===== config.mk =====
export PLATFORM = sky130hd
export DESIGN_NAME = epf_framer
export DESIGN_NICKNAME = d
export VERILOG_FILES = /design/src/logic/epf_pkg_order_note.sv /design/src/logic/epf_pkg.sv /design/src/logic/epf_framer.sv
export VERILOG_INCLUDE_DIRS = /design/src /design/src/logic
export SDC_FILE = /design/constraint.sdc
export NUM_CORES = 1
export LEC_CHECK = 0
export ABC_CLOCK_PERIOD_IN_PS = 20500
export BUFFER_PORTS_ARGS = -buffer_cell sky130_fd_sc_hd__buf_2
export CAP_MARGIN = 10
export CORE_UTILIZATION = 61
export CTS_CLUSTER_SIZE = 30
export DETAILED_ROUTE_END_ITERATION = 12
export GPL_TIMING_DRIVEN = 0
export PLACE_DENSITY_LB_ADDON = 0.1
export SLEW_MARGIN = 30
export SYNTH_ARGS = -nofsm -noshare
export SYNTH_HDL_FRONTEND = slang
export SYNTH_SLANG_ARGS = --single-unit

===== constraint.sdc =====
create_clock -name clk_sys -period 20.5 [get_ports clk_sys]
set_input_delay 1.025 -clock clk_sys [delete_from_list [all_inputs] [get_ports clk_sys]]
set_output_delay 1.025 -clock clk_sys [all_outputs]
set_load 0.05 [all_outputs]

===== src/logic/epf_cfg.svh =====
// Purpose: Offsets, field positions, reset values and limits of the framer.
// Assumes: Avalon-MM word addressing with 32-bit data.
// Notes: Register offsets are byte addresses.
`ifndef EPF_CFG_SVH
`define EPF_CFG_SVH

`define EPF_OFS_CTRL 8'h00
`define EPF_OFS_TX_BASE 8'h04
`define EPF_OFS_RX_BASE 8'h08
`define EPF_OFS_MCAST_LO 8'h0c
`define EPF_OFS_MCAST_HI 8'h10
`define EPF_OFS_STATUS 8'h14

`define EPF_CTRL_SUPPRESS_BIT 0
`define EPF_CTRL_GO_BIT 1
`define EPF_STAT_TX_BUSY_BIT 0
`define EPF_STAT_RX_BUSY_BIT 1
`define EPF_STAT_TX_EMPTY_BIT 2

`define EPF_CTRLBYTE_ODD_BIT 5
`define EPF_CTRLBYTE_CRC_BIT 4

`define EPF_PAGE_BYTES 256
`define EPF_MAX_PAGES 6
`define EPF_MAX_BYTE_COUNT 11'h600
`define EPF_DATA_OFFSET 2
`define EPF_MAX_DATA_BYTES 11'h5fb
`define EPF_CABLE_MAX 11'h5ee
`define EPF_CABLE_MIN 11'h040
`define EPF_DA_BYTES 11'h006
`define EPF_OVERHEAD_WORDS 10'h003
`define EPF_CRC_INIT 32'hffffffff
`define EPF_CRC_POLY 32'h04c11db7

`endif


===== src/logic/epf_pkg_order_note.sv =====
`timescale 1ns/1ps


===== src/logic/epf_pkg.sv =====
// Purpose: Types shared by the packet buffer framer.
// Assumes: Constants live in epf_cfg.svh.
// Notes: The status word layout is fixed by epf_rx_stat_s.
package epf_pkg;

  typedef struct packed {
    logic align_fault;
    logic all_stations;
    logic checksum_fault;
    logic uneven;
    logic oversize;
    logic undersize;
    logic [2:0] zero;
    logic [5:0] hash;
    logic group;
  } epf_rx_stat_s;

  typedef struct packed {
    logic [7:0] data;
    logic last;
    logic crc_append;
  } epf_tx_beat_s;

  typedef enum logic [3:0] {
    TX_IDLE, TX_CNT0, TX_CNT1, TX_CW0, TX_CW1, TX_FET, TX_LAT, TX_SEND,
    TX_DONE
  } epf_tx_st_e;

  typedef enum logic [1:0] {
    RX_RUN, RX_CTRL, RX_CNT, RX_STAT
  } epf_rx_st_e;

endpackage : epf_pkg


===== src/logic/epf_framer.sv =====
// Purpose: Builds and parses Ethernet packets in the word-wide buffer RAM.
// Assumes: Buffer RAM ports return read data one cycle after the read strobe.
// Notes: The receive stream carries every byte as seen on the cable.
// Overview of operation
// Status word, byte count word, then data.
// Byte count halved equals total packet words.
// Receive byte count is always even.
// Transmit byte count bit zero is ignored.
// At most six pages, byte count 1536.
// Data starts at offset four, max 1531.
// Transmit addresses exactly as software stored.
// Length/type field passes through as data.
// Control byte sits in last word's high byte.
// Transmit odd flag selects last low byte.
// Control CRC bit matters only when suppressing.
// Receive control byte carries odd flag.
// Receive status written only into memory.
// Flag alignment and checksum faults separately.
// Flag broadcast and multicast frames.
// Flag frames with odd byte count.
// Flag frames above 1518 cable bytes.
// Flag frames below 64 cable bytes.
// Hash is top six destination CRC bits.
// Hash 5:3 picks byte, 2:0 bit.
// Hashed multicast hit always passes filtering.
// Write transmit status; write whole receive packet.
// Status flags at fixed chosen bit positions.
`timescale 1ns/1ps
`include "epf_cfg.svh"

module epf_framer
  import epf_pkg::*;
#(
  parameter int AW = 12
) (
  input wire logic clk_sys,
  input wire logic arst_n,
  input wire logic [2:0] avs_address,
  input wire logic avs_read,
  input wire logic avs_write,
  input wire logic [31:0] avs_writedata,
  input wire logic [3:0] avs_byteenable,
  output logic [31:0] avs_readdata,
  output logic avs_waitrequest,
  output logic [AW-1:0] txm_addr,
  output logic txm_rd,
  input wire logic [15:0] txm_rdata,
  output logic txm_wr,
  output logic [15:0] txm_wdata,
  output epf_tx_beat_s tx_beat,
  output logic tx_valid,
  input wire logic tx_ready,
  input wire logic tx_done,
  input wire logic [15:0] tx_status,
  input wire logic rx_valid,
  input wire logic [7:0] rx_data,
  input wire logic rx_last,
  input wire logic rx_alignment_fault,
  input wire logic rx_checksum_fault,
  input wire logic rx_addr_match,
  output logic [AW-1:0] rxm_addr,
  output logic rxm_wr,
  output logic [15:0] rxm_wdata,
  output logic rx_filter_pass,
  output logic rx_frame_done
);

  function automatic logic [31:0] be_merge(input logic [31:0] old_v,
                                           input logic [31:0] new_v,
                                           input logic [3:0] be);
    logic [31:0] r;
    r = old_v;
    for (int i = 0; i < 4; i++) begin
      if (be[i]) begin
        r[8*i +: 8] = new_v[8*i +: 8];
      end
    end
    return r;
  endfunction : be_merge

  function automatic logic [31:0] crc_byte(input logic [31:0] c,
                                           input logic [7:0] d);
    logic [31:0] r;
    logic fb;
    r = c;
    for (int i = 0; i < 8; i++) begin
      fb = r[31] ^ d[i];
      r = {r[30:0], 1'b0} ^ (fb ? `EPF_CRC_POLY : 32'h0);
    end
    return r;
  endfunction : crc_byte

  logic [1:0] rst_sync_q;
  logic rst_n;

  // Reset enters asynchronously and is released through two flops.
  always_ff @(posedge clk_sys or negedge arst_n) begin
    if (!arst_n) begin
      rst_sync_q <= 2'b00;
    end else begin
      rst_sync_q <= {rst_sync_q[0], 1'b1};
    end
  end
  assign rst_n = rst_sync_q[1];

  // Register file and bus slave.
  logic wait_q, wait_d;
  logic [31:0] rdata_q, rdata_d;
  logic suppress_checksum_append_q, suppress_checksum_append_d;
  logic [AW-1:0] tx_base_q, tx_base_d, rx_base_q, rx_base_d;
  logic [63:0] mcast_q, mcast_d;
  logic tx_go;
  logic tx_empty_q, tx_empty_d;
  logic tx_busy, rx_busy;
  logic [15:0] rx_frames_q, rx_frames_d;
  logic [7:0] bus_ofs;
  logic bus_wr;

  assign bus_ofs = {3'b000, avs_address, 2'b00};
  assign bus_wr = avs_write && !wait_q;
  assign tx_go = bus_wr && bus_ofs == `EPF_OFS_CTRL && avs_byteenable[0] &&
                 avs_writedata[`EPF_CTRL_GO_BIT];

  always_comb begin
    logic [31:0] cur;
    cur = 32'h0;
    wait_d = !((avs_read || avs_write) && wait_q);
    rdata_d = rdata_q;
    suppress_checksum_append_d = suppress_checksum_append_q;
    tx_base_d = tx_base_q;
    rx_base_d = rx_base_q;
    mcast_d = mcast_q;
    case (bus_ofs)
      `EPF_OFS_CTRL: cur[`EPF_CTRL_SUPPRESS_BIT] = suppress_checksum_append_q;
      `EPF_OFS_TX_BASE: cur[AW-1:0] = tx_base_q;
      `EPF_OFS_RX_BASE: cur[AW-1:0] = rx_base_q;
      `EPF_OFS_MCAST_LO: cur = mcast_q[31:0];
      `EPF_OFS_MCAST_HI: cur = mcast_q[63:32];
      `EPF_OFS_STATUS: begin
        cur[`EPF_STAT_TX_BUSY_BIT] = tx_busy;
        cur[`EPF_STAT_RX_BUSY_BIT] = rx_busy;
        cur[`EPF_STAT_TX_EMPTY_BIT] = tx_empty_q;
        cur[31:16] = rx_frames_q;
      end
      default: cur = 32'h0;
    endcase
    if (avs_read && wait_q) begin
      rdata_d = cur;
    end
    if (bus_wr) begin
      case (bus_ofs)
        `EPF_OFS_CTRL: begin
          if (avs_byteenable[0]) begin
            suppress_checksum_append_d =
              avs_writedata[`EPF_CTRL_SUPPRESS_BIT];
          end
        end
        `EPF_OFS_TX_BASE: tx_base_d = AW'(be_merge(32'(tx_base_q),
                                      avs_writedata, avs_byteenable));
        `EPF_OFS_RX_BASE: rx_base_d = AW'(be_merge(32'(rx_base_q),
                                      avs_writedata, avs_byteenable));
        `EPF_OFS_MCAST_LO: mcast_d[31:0] = be_merge(mcast_q[31:0],
                                           avs_writedata, avs_byteenable);
        `EPF_OFS_MCAST_HI: mcast_d[63:32] = be_merge(mcast_q[63:32],
                                            avs_writedata, avs_byteenable);
        default: ;
      endcase
    end
  end

  always_ff @(posedge clk_sys or negedge rst_n) begin
    if (!rst_n) begin
      wait_q <= 1'b1;
      rdata_q <= 32'h0;
      suppress_checksum_append_q <= 1'b0;
      tx_base_q <= '0;
      rx_base_q <= '0;
      mcast_q <= 64'h0;
    end else begin
      wait_q <= wait_d;
      rdata_q <= rdata_d;
      suppress_checksum_append_q <= suppress_checksum_append_d;
      tx_base_q <= tx_base_d;
      rx_base_q <= rx_base_d;
      mcast_q <= mcast_d;
    end
  end

  assign avs_waitrequest = wait_q;
  assign avs_readdata = rdata_q;

  // Transmit reader: count, then control word, then data words in order.
  epf_tx_st_e tx_st_q, tx_st_d;
  logic [AW-1:0] tb_q, tb_d, ta_q, ta_d;
  logic trd_q, trd_d, twr_q, twr_d;
  logic [15:0] twd_q, twd_d, tword_q, tword_d;
  logic [9:0] twords_q, twords_d;
  logic [10:0] trem_q, trem_d;
  logic tsel_q, tsel_d;
  logic tvalid_q, tvalid_d;
  epf_tx_beat_s tbeat_q, tbeat_d;

  assign tx_busy = tx_st_q != TX_IDLE;

  always_comb begin
    logic [10:0] cnt;
    logic [7:0] cb;
    cnt = {txm_rdata[10:1], 1'b0};
    cb = txm_rdata[15:8];
    tx_st_d = tx_st_q;
    tb_d = tb_q;
    ta_d = ta_q;
    trd_d = 1'b0;
    twr_d = 1'b0;
    twd_d = twd_q;
    tword_d = tword_q;
    twords_d = twords_q;
    trem_d = trem_q;
    tsel_d = tsel_q;
    tvalid_d = tvalid_q;
    tbeat_d = tbeat_q;
    tx_empty_d = tx_empty_q;
    case (tx_st_q)
      TX_IDLE: begin
        if (tx_go) begin
          tb_d = tx_base_q;
          ta_d = AW'(tx_base_q + AW'(1));
          trd_d = 1'b1;
          tx_empty_d = 1'b0;
          tx_st_d = TX_CNT0;
        end
      end
      TX_CNT0: tx_st_d = TX_CNT1;
      TX_CNT1: begin
        if (txm_rdata[15:11] != 5'h0 || cnt > `EPF_MAX_BYTE_COUNT) begin
          cnt = `EPF_MAX_BYTE_COUNT;
        end
        twords_d = cnt[10:1];
        if (cnt[10:1] <= `EPF_OVERHEAD_WORDS) begin
          tx_empty_d = 1'b1;
          tx_st_d = TX_IDLE;
        end else begin
          ta_d = AW'(tb_q + AW'(cnt[10:1]) - AW'(1));
          trd_d = 1'b1;
          tx_st_d = TX_CW0;
        end
      end
      TX_CW0: tx_st_d = TX_CW1;
      TX_CW1: begin
        trem_d = {(twords_q - `EPF_OVERHEAD_WORDS), 1'b0} +
                 11'(cb[`EPF_CTRLBYTE_ODD_BIT]);
        // Without suppression the checksum is always appended.
        tbeat_d.crc_append = !suppress_checksum_append_q ||
                             cb[`EPF_CTRLBYTE_CRC_BIT];
        ta_d = AW'(tb_q + AW'(`EPF_DATA_OFFSET));
        trd_d = 1'b1;
        tx_st_d = TX_FET;
      end
      TX_FET: tx_st_d = TX_LAT;
      TX_LAT: begin
        // Bytes leave untouched, addresses and type field included.
        tword_d = txm_rdata;
        tbeat_d.data = txm_rdata[7:0];
        tbeat_d.last = trem_q == 11'h1;
        tsel_d = 1'b0;
        tvalid_d = 1'b1;
        tx_st_d = TX_SEND;
      end
      TX_SEND: begin
        if (tx_ready) begin
          trem_d = trem_q - 11'h1;
          if (trem_q == 11'h1) begin
            tvalid_d = 1'b0;
            tx_st_d = TX_DONE;
          end else if (tsel_q) begin
            tvalid_d = 1'b0;
            ta_d = AW'(ta_q + AW'(1));
            trd_d = 1'b1;
            tx_st_d = TX_FET;
          end else begin
            tsel_d = 1'b1;
            tbeat_d.data = tword_q[15:8];
            tbeat_d.last = trem_q == 11'h2;
          end
        end
      end
      TX_DONE: begin
        if (tx_done) begin
          ta_d = tb_q;
          twd_d = tx_status;
          twr_d = 1'b1;
          tx_st_d = TX_IDLE;
        end
      end
      default: tx_st_d = TX_IDLE;
    endcase
  end

  always_ff @(posedge clk_sys or negedge rst_n) begin
    if (!rst_n) begin
      tx_st_q <= TX_IDLE;
      tb_q <= '0;
      ta_q <= '0;
      trd_q <= 1'b0;
      twr_q <= 1'b0;
      twd_q <= 16'h0;
      tword_q <= 16'h0;
      twords_q <= 10'h0;
      trem_q <= 11'h0;
      tsel_q <= 1'b0;
      tvalid_q <= 1'b0;
      tbeat_q <= '0;
      tx_empty_q <= 1'b0;
    end else begin
      tx_st_q <= tx_st_d;
      tb_q <= tb_d;
      ta_q <= ta_d;
      trd_q <= trd_d;
      twr_q <= twr_d;
      twd_q <= twd_d;
      tword_q <= tword_d;
      twords_q <= twords_d;
      trem_q <= trem_d;
      tsel_q <= tsel_d;
      tvalid_q <= tvalid_d;
      tbeat_q <= tbeat_d;
      tx_empty_q <= tx_empty_d;
    end
  end

  assign txm_addr = ta_q;
  assign txm_rd = trd_q;
  assign txm_wr = twr_q;
  assign txm_wdata = twd_q;
  assign tx_valid = tvalid_q;
  assign tx_beat = tbeat_q;

  // Receive writer. The stream has no back-pressure, so the three closing
  // writes need three idle cycles after the last byte of a frame.
  epf_rx_st_e rx_st_q, rx_st_d;
  logic [10:0] rn_q, rn_d;
  logic [7:0] rlo_q, rlo_d;
  logic [31:0] rcrc_q, rcrc_d;
  logic rbc_q, rbc_d, rgrp_q, rgrp_d;
  logic ralign_q, ralign_d, rbad_q, rbad_d;
  logic [AW-1:0] rbase_q, rbase_d, ra_q, ra_d;
  logic rwr_q, rwr_d;
  logic [15:0] rwd_q, rwd_d;
  logic rpass_q, rpass_d, rdone_q, rdone_d;
  epf_rx_stat_s rstat;
  logic [10:0] rstored;

  assign rx_busy = rx_st_q != RX_RUN || rn_q != 11'h0;
  assign rstored = rn_q > `EPF_MAX_DATA_BYTES ? `EPF_MAX_DATA_BYTES : rn_q;

  always_comb begin
    rstat = '0;
    rstat.align_fault = ralign_q;
    rstat.checksum_fault = rbad_q;
    rstat.all_stations = rbc_q && rn_q >= `EPF_DA_BYTES;
    rstat.group = rgrp_q && !rstat.all_stations;
    rstat.uneven = rstored[0];
    rstat.oversize = rn_q > `EPF_CABLE_MAX;
    rstat.undersize = rn_q < `EPF_CABLE_MIN;
    rstat.hash = rcrc_q[31:26];
  end

  always_comb begin
    logic [31:0] c;
    c = crc_byte(rcrc_q, rx_data);
    rx_st_d = rx_st_q;
    rn_d = rn_q;
    rlo_d = rlo_q;
    rcrc_d = rcrc_q;
    rbc_d = rbc_q;
    rgrp_d = rgrp_q;
    ralign_d = ralign_q;
    rbad_d = rbad_q;
    rbase_d = rbase_q;
    ra_d = ra_q;
    rwr_d = 1'b0;
    rwd_d = rwd_q;
    rpass_d = rpass_q;
    rdone_d = 1'b0;
    rx_frames_d = rx_frames_q;
    case (rx_st_q)
      RX_RUN: begin
        if (rx_valid) begin
          if (rn_q == 11'h0) begin
            rbase_d = rx_base_q;
            rgrp_d = rx_data[0];
          end
          if (rn_q < `EPF_DA_BYTES) begin
            rcrc_d = c;
            rbc_d = rbc_q && rx_data == 8'hff;
          end
          if (rn_q == `EPF_DA_BYTES - 11'h1) begin
            // Hash bits 5:3 pick the table byte and 2:0 the bit in it.
            rpass_d = rx_addr_match || (rgrp_q && mcast_q[c[31:26]]);
          end
          if (rn_q < `EPF_MAX_DATA_BYTES) begin
            if (!rn_q[0]) begin
              rlo_d = rx_data;
            end else begin
              ra_d = AW'((rn_q == 11'h0 ? rx_base_q : rbase_q) +
                         AW'(`EPF_DATA_OFFSET) + AW'(rn_q[10:1]));
              rwd_d = {rx_data, rlo_q};
              rwr_d = 1'b1;
            end
          end
          if (rn_q != 11'h7ff) begin
            rn_d = rn_q + 11'h1;
          end
          if (rx_last) begin
            ralign_d = rx_alignment_fault;
            rbad_d = rx_checksum_fault;
            rx_st_d = RX_CTRL;
          end
        end
      end
      RX_CTRL: begin
        ra_d = AW'(rbase_q + AW'(`EPF_DATA_OFFSET) + AW'(rstored[10:1]));
        rwd_d = 16'h0;
        rwd_d[8 + `EPF_CTRLBYTE_ODD_BIT] = rstored[0];
        if (rstored[0]) begin
          rwd_d[7:0] = rlo_q;
        end
        rwr_d = 1'b1;
        rx_st_d = RX_CNT;
      end
      RX_CNT: begin
        ra_d = AW'(rbase_q + AW'(1));
        rwd_d = {5'h0, (`EPF_OVERHEAD_WORDS + rstored[10:1]), 1'b0};
        rwr_d = 1'b1;
        rx_st_d = RX_STAT;
      end
      RX_STAT: begin
        ra_d = rbase_q;
        rwd_d = rstat;
        rwr_d = 1'b1;
        rdone_d = 1'b1;
        rx_frames_d = rx_frames_q + 16'h1;
        rn_d = 11'h0;
        rcrc_d = `EPF_CRC_INIT;
        rbc_d = 1'b1;
        rgrp_d = 1'b0;
        rx_st_d = RX_RUN;
      end
      default: rx_st_d = RX_RUN;
    endcase
  end

  always_ff @(posedge clk_sys or negedge rst_n) begin
    if (!rst_n) begin
      rx_st_q <= RX_RUN;
      rn_q <= 11'h0;
      rlo_q <= 8'h0;
      rcrc_q <= `EPF_CRC_INIT;
      rbc_q <= 1'b1;
      rgrp_q <= 1'b0;
      ralign_q <= 1'b0;
      rbad_q <= 1'b0;
      rbase_q <= '0;
      ra_q <= '0;
      rwr_q <= 1'b0;
      rwd_q <= 16'h0;
      rpass_q <= 1'b0;
      rdone_q <= 1'b0;
      rx_frames_q <= 16'h0;
    end else begin
      rx_st_q <= rx_st_d;
      rn_q <= rn_d;
      rlo_q <= rlo_d;
      rcrc_q <= rcrc_d;
      rbc_q <= rbc_d;
      rgrp_q <= rgrp_d;
      ralign_q <= ralign_d;
      rbad_q <= rbad_d;
      rbase_q <= rbase_d;
      ra_q <= ra_d;
      rwr_q <= rwr_d;
      rwd_q <= rwd_d;
      rpass_q <= rpass_d;
      rdone_q <= rdone_d;
      rx_frames_q <= rx_frames_d;
    end
  end

  assign rxm_addr = ra_q;
  assign rxm_wr = rwr_q;
  assign rxm_wdata = rwd_q;
  assign rx_filter_pass = rpass_q;
  assign rx_frame_done = rdone_q;

endmodule : epf_framer


==> run summary <==
RSZ-0062 raised after global routing -> no
Root buffer cell -> clkbuf_16
Iter 0 DRT Violations -> 1187
Final GP Congestion -> 0.945
Fin worst setup slack -> 14.52 ns
Nets -> 2286
CP Launch Type -> register
DR vias/cell -> 6.18
Largest net degree at the start of global routing -> 53
Overall Global Routing Usage -> 34.2%
Crit Path Category -> register to register
Crit path time final -> 5.98 ns
FF+latch area -> 0.00825 mm^2
Synth top area share -> 39.2%
CTS tree -> yes
Flop pwr share -> 28.7%
Relative slew slack -> 35.9%
Synthesized area -> 0.0188 mm^2
Dpl cells -> 2465
Post-CTS sizing -> 0
Sw frac -> 44.9%
Worst-path clk slew -> 0.06 ns
Site Rows -> 63
Final Hold Violating Endpoints -> 0
Clock tree buffer depth -> 3
Pint -> 0.00198 W
Worst vdd rail ir drop -> 0.000136 V
FMAX -> 167 MHz
Crit Path Max Fanout -> 10
Slew of the pin with the lowest slew margin -> 0.959 ns
Design Power -> 0.00358 W
Vias in the first global route -> 15400
Die area -> 0.0315 mm^2
Max incr delay on CP -> 0.84 ns
Die H -> 177 um
Port Buf Inserts -> 194
Crit path max-delay family -> simple AND/OR/NAND/NOR gates
Synth cell types -> 67
Synthesized net count -> 2047
Sw power -> 0.00161 W
Routed WL -> 53400 um
Syn_area_per_cell -> 10.0 um^2
Synth area leaders -> dfrtp_1, mux2_2, ha_1
Max cap viols -> 0
Critical path cell sequence -> clkbuf_1 -> or4_1 -> nor2_1 -> nand2_1 -> nor3b_1 -> clkbuf_1 -> mux2_2 -> ha_1 -> inv_1 -> fa_1 -> nor2b_1 -> o21ai_0 -> a21boi_0 -> o21ai_0 -> nand2b_1 -> a21o_1 -> a21oi_1 -> o21ai_0 -> mux2i_1 -> a211oi_1
CTS H-Tree Depth -> 2
Drt drc -> 0
Area added between synthesis and finish -> 15.2%
Hold bufs inserted after CTS -> 0
Lkg Pwr -> 10.2 nW
DR WL/cell -> 21.0 um
Hold/Removal Path Class -> input port to asynchronous set/reset pin
Width of the die -> 177 um
First-pass GRT wire length -> 84000 um
Setup Skew -> 0.0214 ns
First-pass DRT Iterations -> 7
Final cell count without fillers -> 2536
Sequential area share after synthesis -> 43.9%
Fin crit share -> 29.2%
Pwr Density -> 166 mW/mm^2
Max Transition Viols Final -> 0
Dpl ws -> 14.70 ns
Clock power share -> 18.4%
Number of synthesized flops with an enable pin -> 0
CP dominant cell by count -> o21ai_0
CP Capture Type -> register
CP max-delay cell -> nor3b_1
Initial antenna violation count -> 5
Gate power share -> 52.9%
Async S/R FF share, synth -> 100%
Setup TNS -> 0 ns
Final core occ -> 72.2%
Post-Syn Instances -> 1874
Later-pin clock latency in the skew report -> 0.53 ns
Status -> finished clean
Final setup violation count -> 0
I/O pin count -> 195
Total grt overflow -> 0
Antenna-violating nets left -> 0
Buf/Inv on CP -> 3
Layout cell share with drive strength beyond 1 -> 22.5%
# Post-CTS Setup Buffers -> 0
DR vias -> 15700
Initial Util -> 62.7%
#FFs+latches synth -> 328
Arr. time, crit path -> 6.38 ns
Main synth FF type -> dfrtp_1
Layout fillers -> 2310
Synth Warn # -> 0
Multi-input logic area -> 0.00990 mm^2
Area leader, netlist -> dfrtp_1
DP Wirelength -> 39600 um
Core area -> 0.0300 mm^2
CTS Buf Count -> 36
Clock sinks -> 328
Worst Path Required -> 20.90 ns
[registers in the layout (all words and copies together) (netlist names), 11 cells and up]
signal	flops
avs_readdata	32
mcast_q	64
rbase_q	12
rcrc_q	32
rn_q	11
rx_base_q	12
rx_frames_q	16
rxm_addr	12
rxm_wdata	16
tb_q	12
trem_q	11
tx_base_q	12
txm_addr	12
txm_wdata	16
[synth_stat cells, types with 15 or more instances]
library cell / count
and3_1: 21
nand3_1: 43
o22ai_1: 15
o21ai_0: 134
nor3_1: 20
dfstp_2: 34
ha_1: 80
nand2_1: 173
xor2_1: 44
dfrtp_1: 294
nor2_1: 156
clkbuf_1: 77
mux2_2: 165
a21oi_1: 125
xnor2_1: 83
a22o_1: 20
a31oi_1: 16
mux2i_1: 90
inv_1: 77
[layout make-up]
type | instances | share of cell area (%)
inverters | 78 | 1.35
plain buffers | 87 | 1.63
clock inverters | 9 | 0.503
repair buffers | 201 | 5.28
flip-flops and latches | 328 | 38.2
clock buffers | 57 | 5.00
well taps | 390 | 2.26
diodes | 5 | 0.0578
multi-input cells | 1381 | 45.8
[cell families (layout without fill, tap and decap cells)]
| logic type | after synthesis | in the layout | share of synthesized area (%) |
|---|---|---|---|
| AND/OR/NAND/NOR | 484 | 484 | 11.5 |
| AO/OA/AOI/OAI | 421 | 421 | 13.8 |
| flip-flops | 328 | 328 | 43.9 |
| multiplexers | 257 | 257 | 14.9 |
| buffers and inverters | 165 | 432 | 3.44 |
| XOR/XNOR | 135 | 135 | 6.77 |
| adder cells (fa/ha/maj) | 83 | 83 | 5.65 |
| other | 1 | 6 | 0.0200 |
[power groups by stage]
| stage | logic, W | clock network [W] | registers (W) |
|---|---|---|---|
| after floorplan | 0.00124 | 0 | 0.00116 |
| after global placement | 0.00181 | 0 | 0.00104 |
| after detailed placement | 0.00186 | 0 | 0.00103 |
| after CTS | 0.00188 | 0.000663 | 0.00102 |
| after global routing | 0.00204 | 0.000688 | 0.00105 |
| final | 0.00190 | 0.000658 | 0.00103 |
[cell usage in the layout (no fill, tap or decap), types with 7 or more instances in the layout]
master,count
a21o_1,11
nor3_1,20
clkbuf_8,8
ha_1,80
mux2_2,165
nor4_1,9
a31oi_1,16
dfstp_2,34
o21ai_0,134
o22a_1,7
nand2b_1,8
nor2_1,156
a22oi_1,14
nand2_1,173
a22o_1,20
a221oi_1,10
o22ai_1,15
a211oi_1,10
xor2_1,44
clkbuf_1,89
xnor2_1,83
and3_1,21
buf_2,194
nand4_1,7
a21oi_1,125
clkbuf_16,37
o31ai_1,7
dfrtp_1,293
mux2i_1,90
nor2b_1,14
inv_1,77
nand3_1,43
[per-layer routing]
metal	track usage, %	part of all wire, %	up-vias
met5	0	0	-
li1	-	-	7150
met1	47.9	44	7729
met2	54.2	46	688
met3	5.38	7.3	99
met4	11.3	2.8	0
[per-stage QoR]
step	hold WS, ns	cell area, um^2
5_1_grt	0.270	21600
3_3_place_gp	0.337	20200
4_1_cts	0.268	21600
6_report	0.281	21600
3_5_place_dp	0.330	20400
2_1_floorplan	0.331	18800
[worst paths after layout]
check / startpoint / to / slack, ns / cells past startpoint
hold reg to reg: rst_sync_q[1] / tb_q[11] / 0.32 / 0
setup / recovery: rn_q[8] / rxm_addr[11] / 14.52 / 20
setup reg to reg: rn_q[8] / rxm_addr[11] / 14.52 / 20
min in group clk_sys: rst_sync_q[0] / rst_sync_q[1] / 0.35 / 0
max in group asynchronous: rst_sync_q[1] / mcast_q[57] / 19.03 / 3
hold / removal: arst_n / rst_sync_q[1] / 0.28 / 1
(Power assumes the default switching activity.)
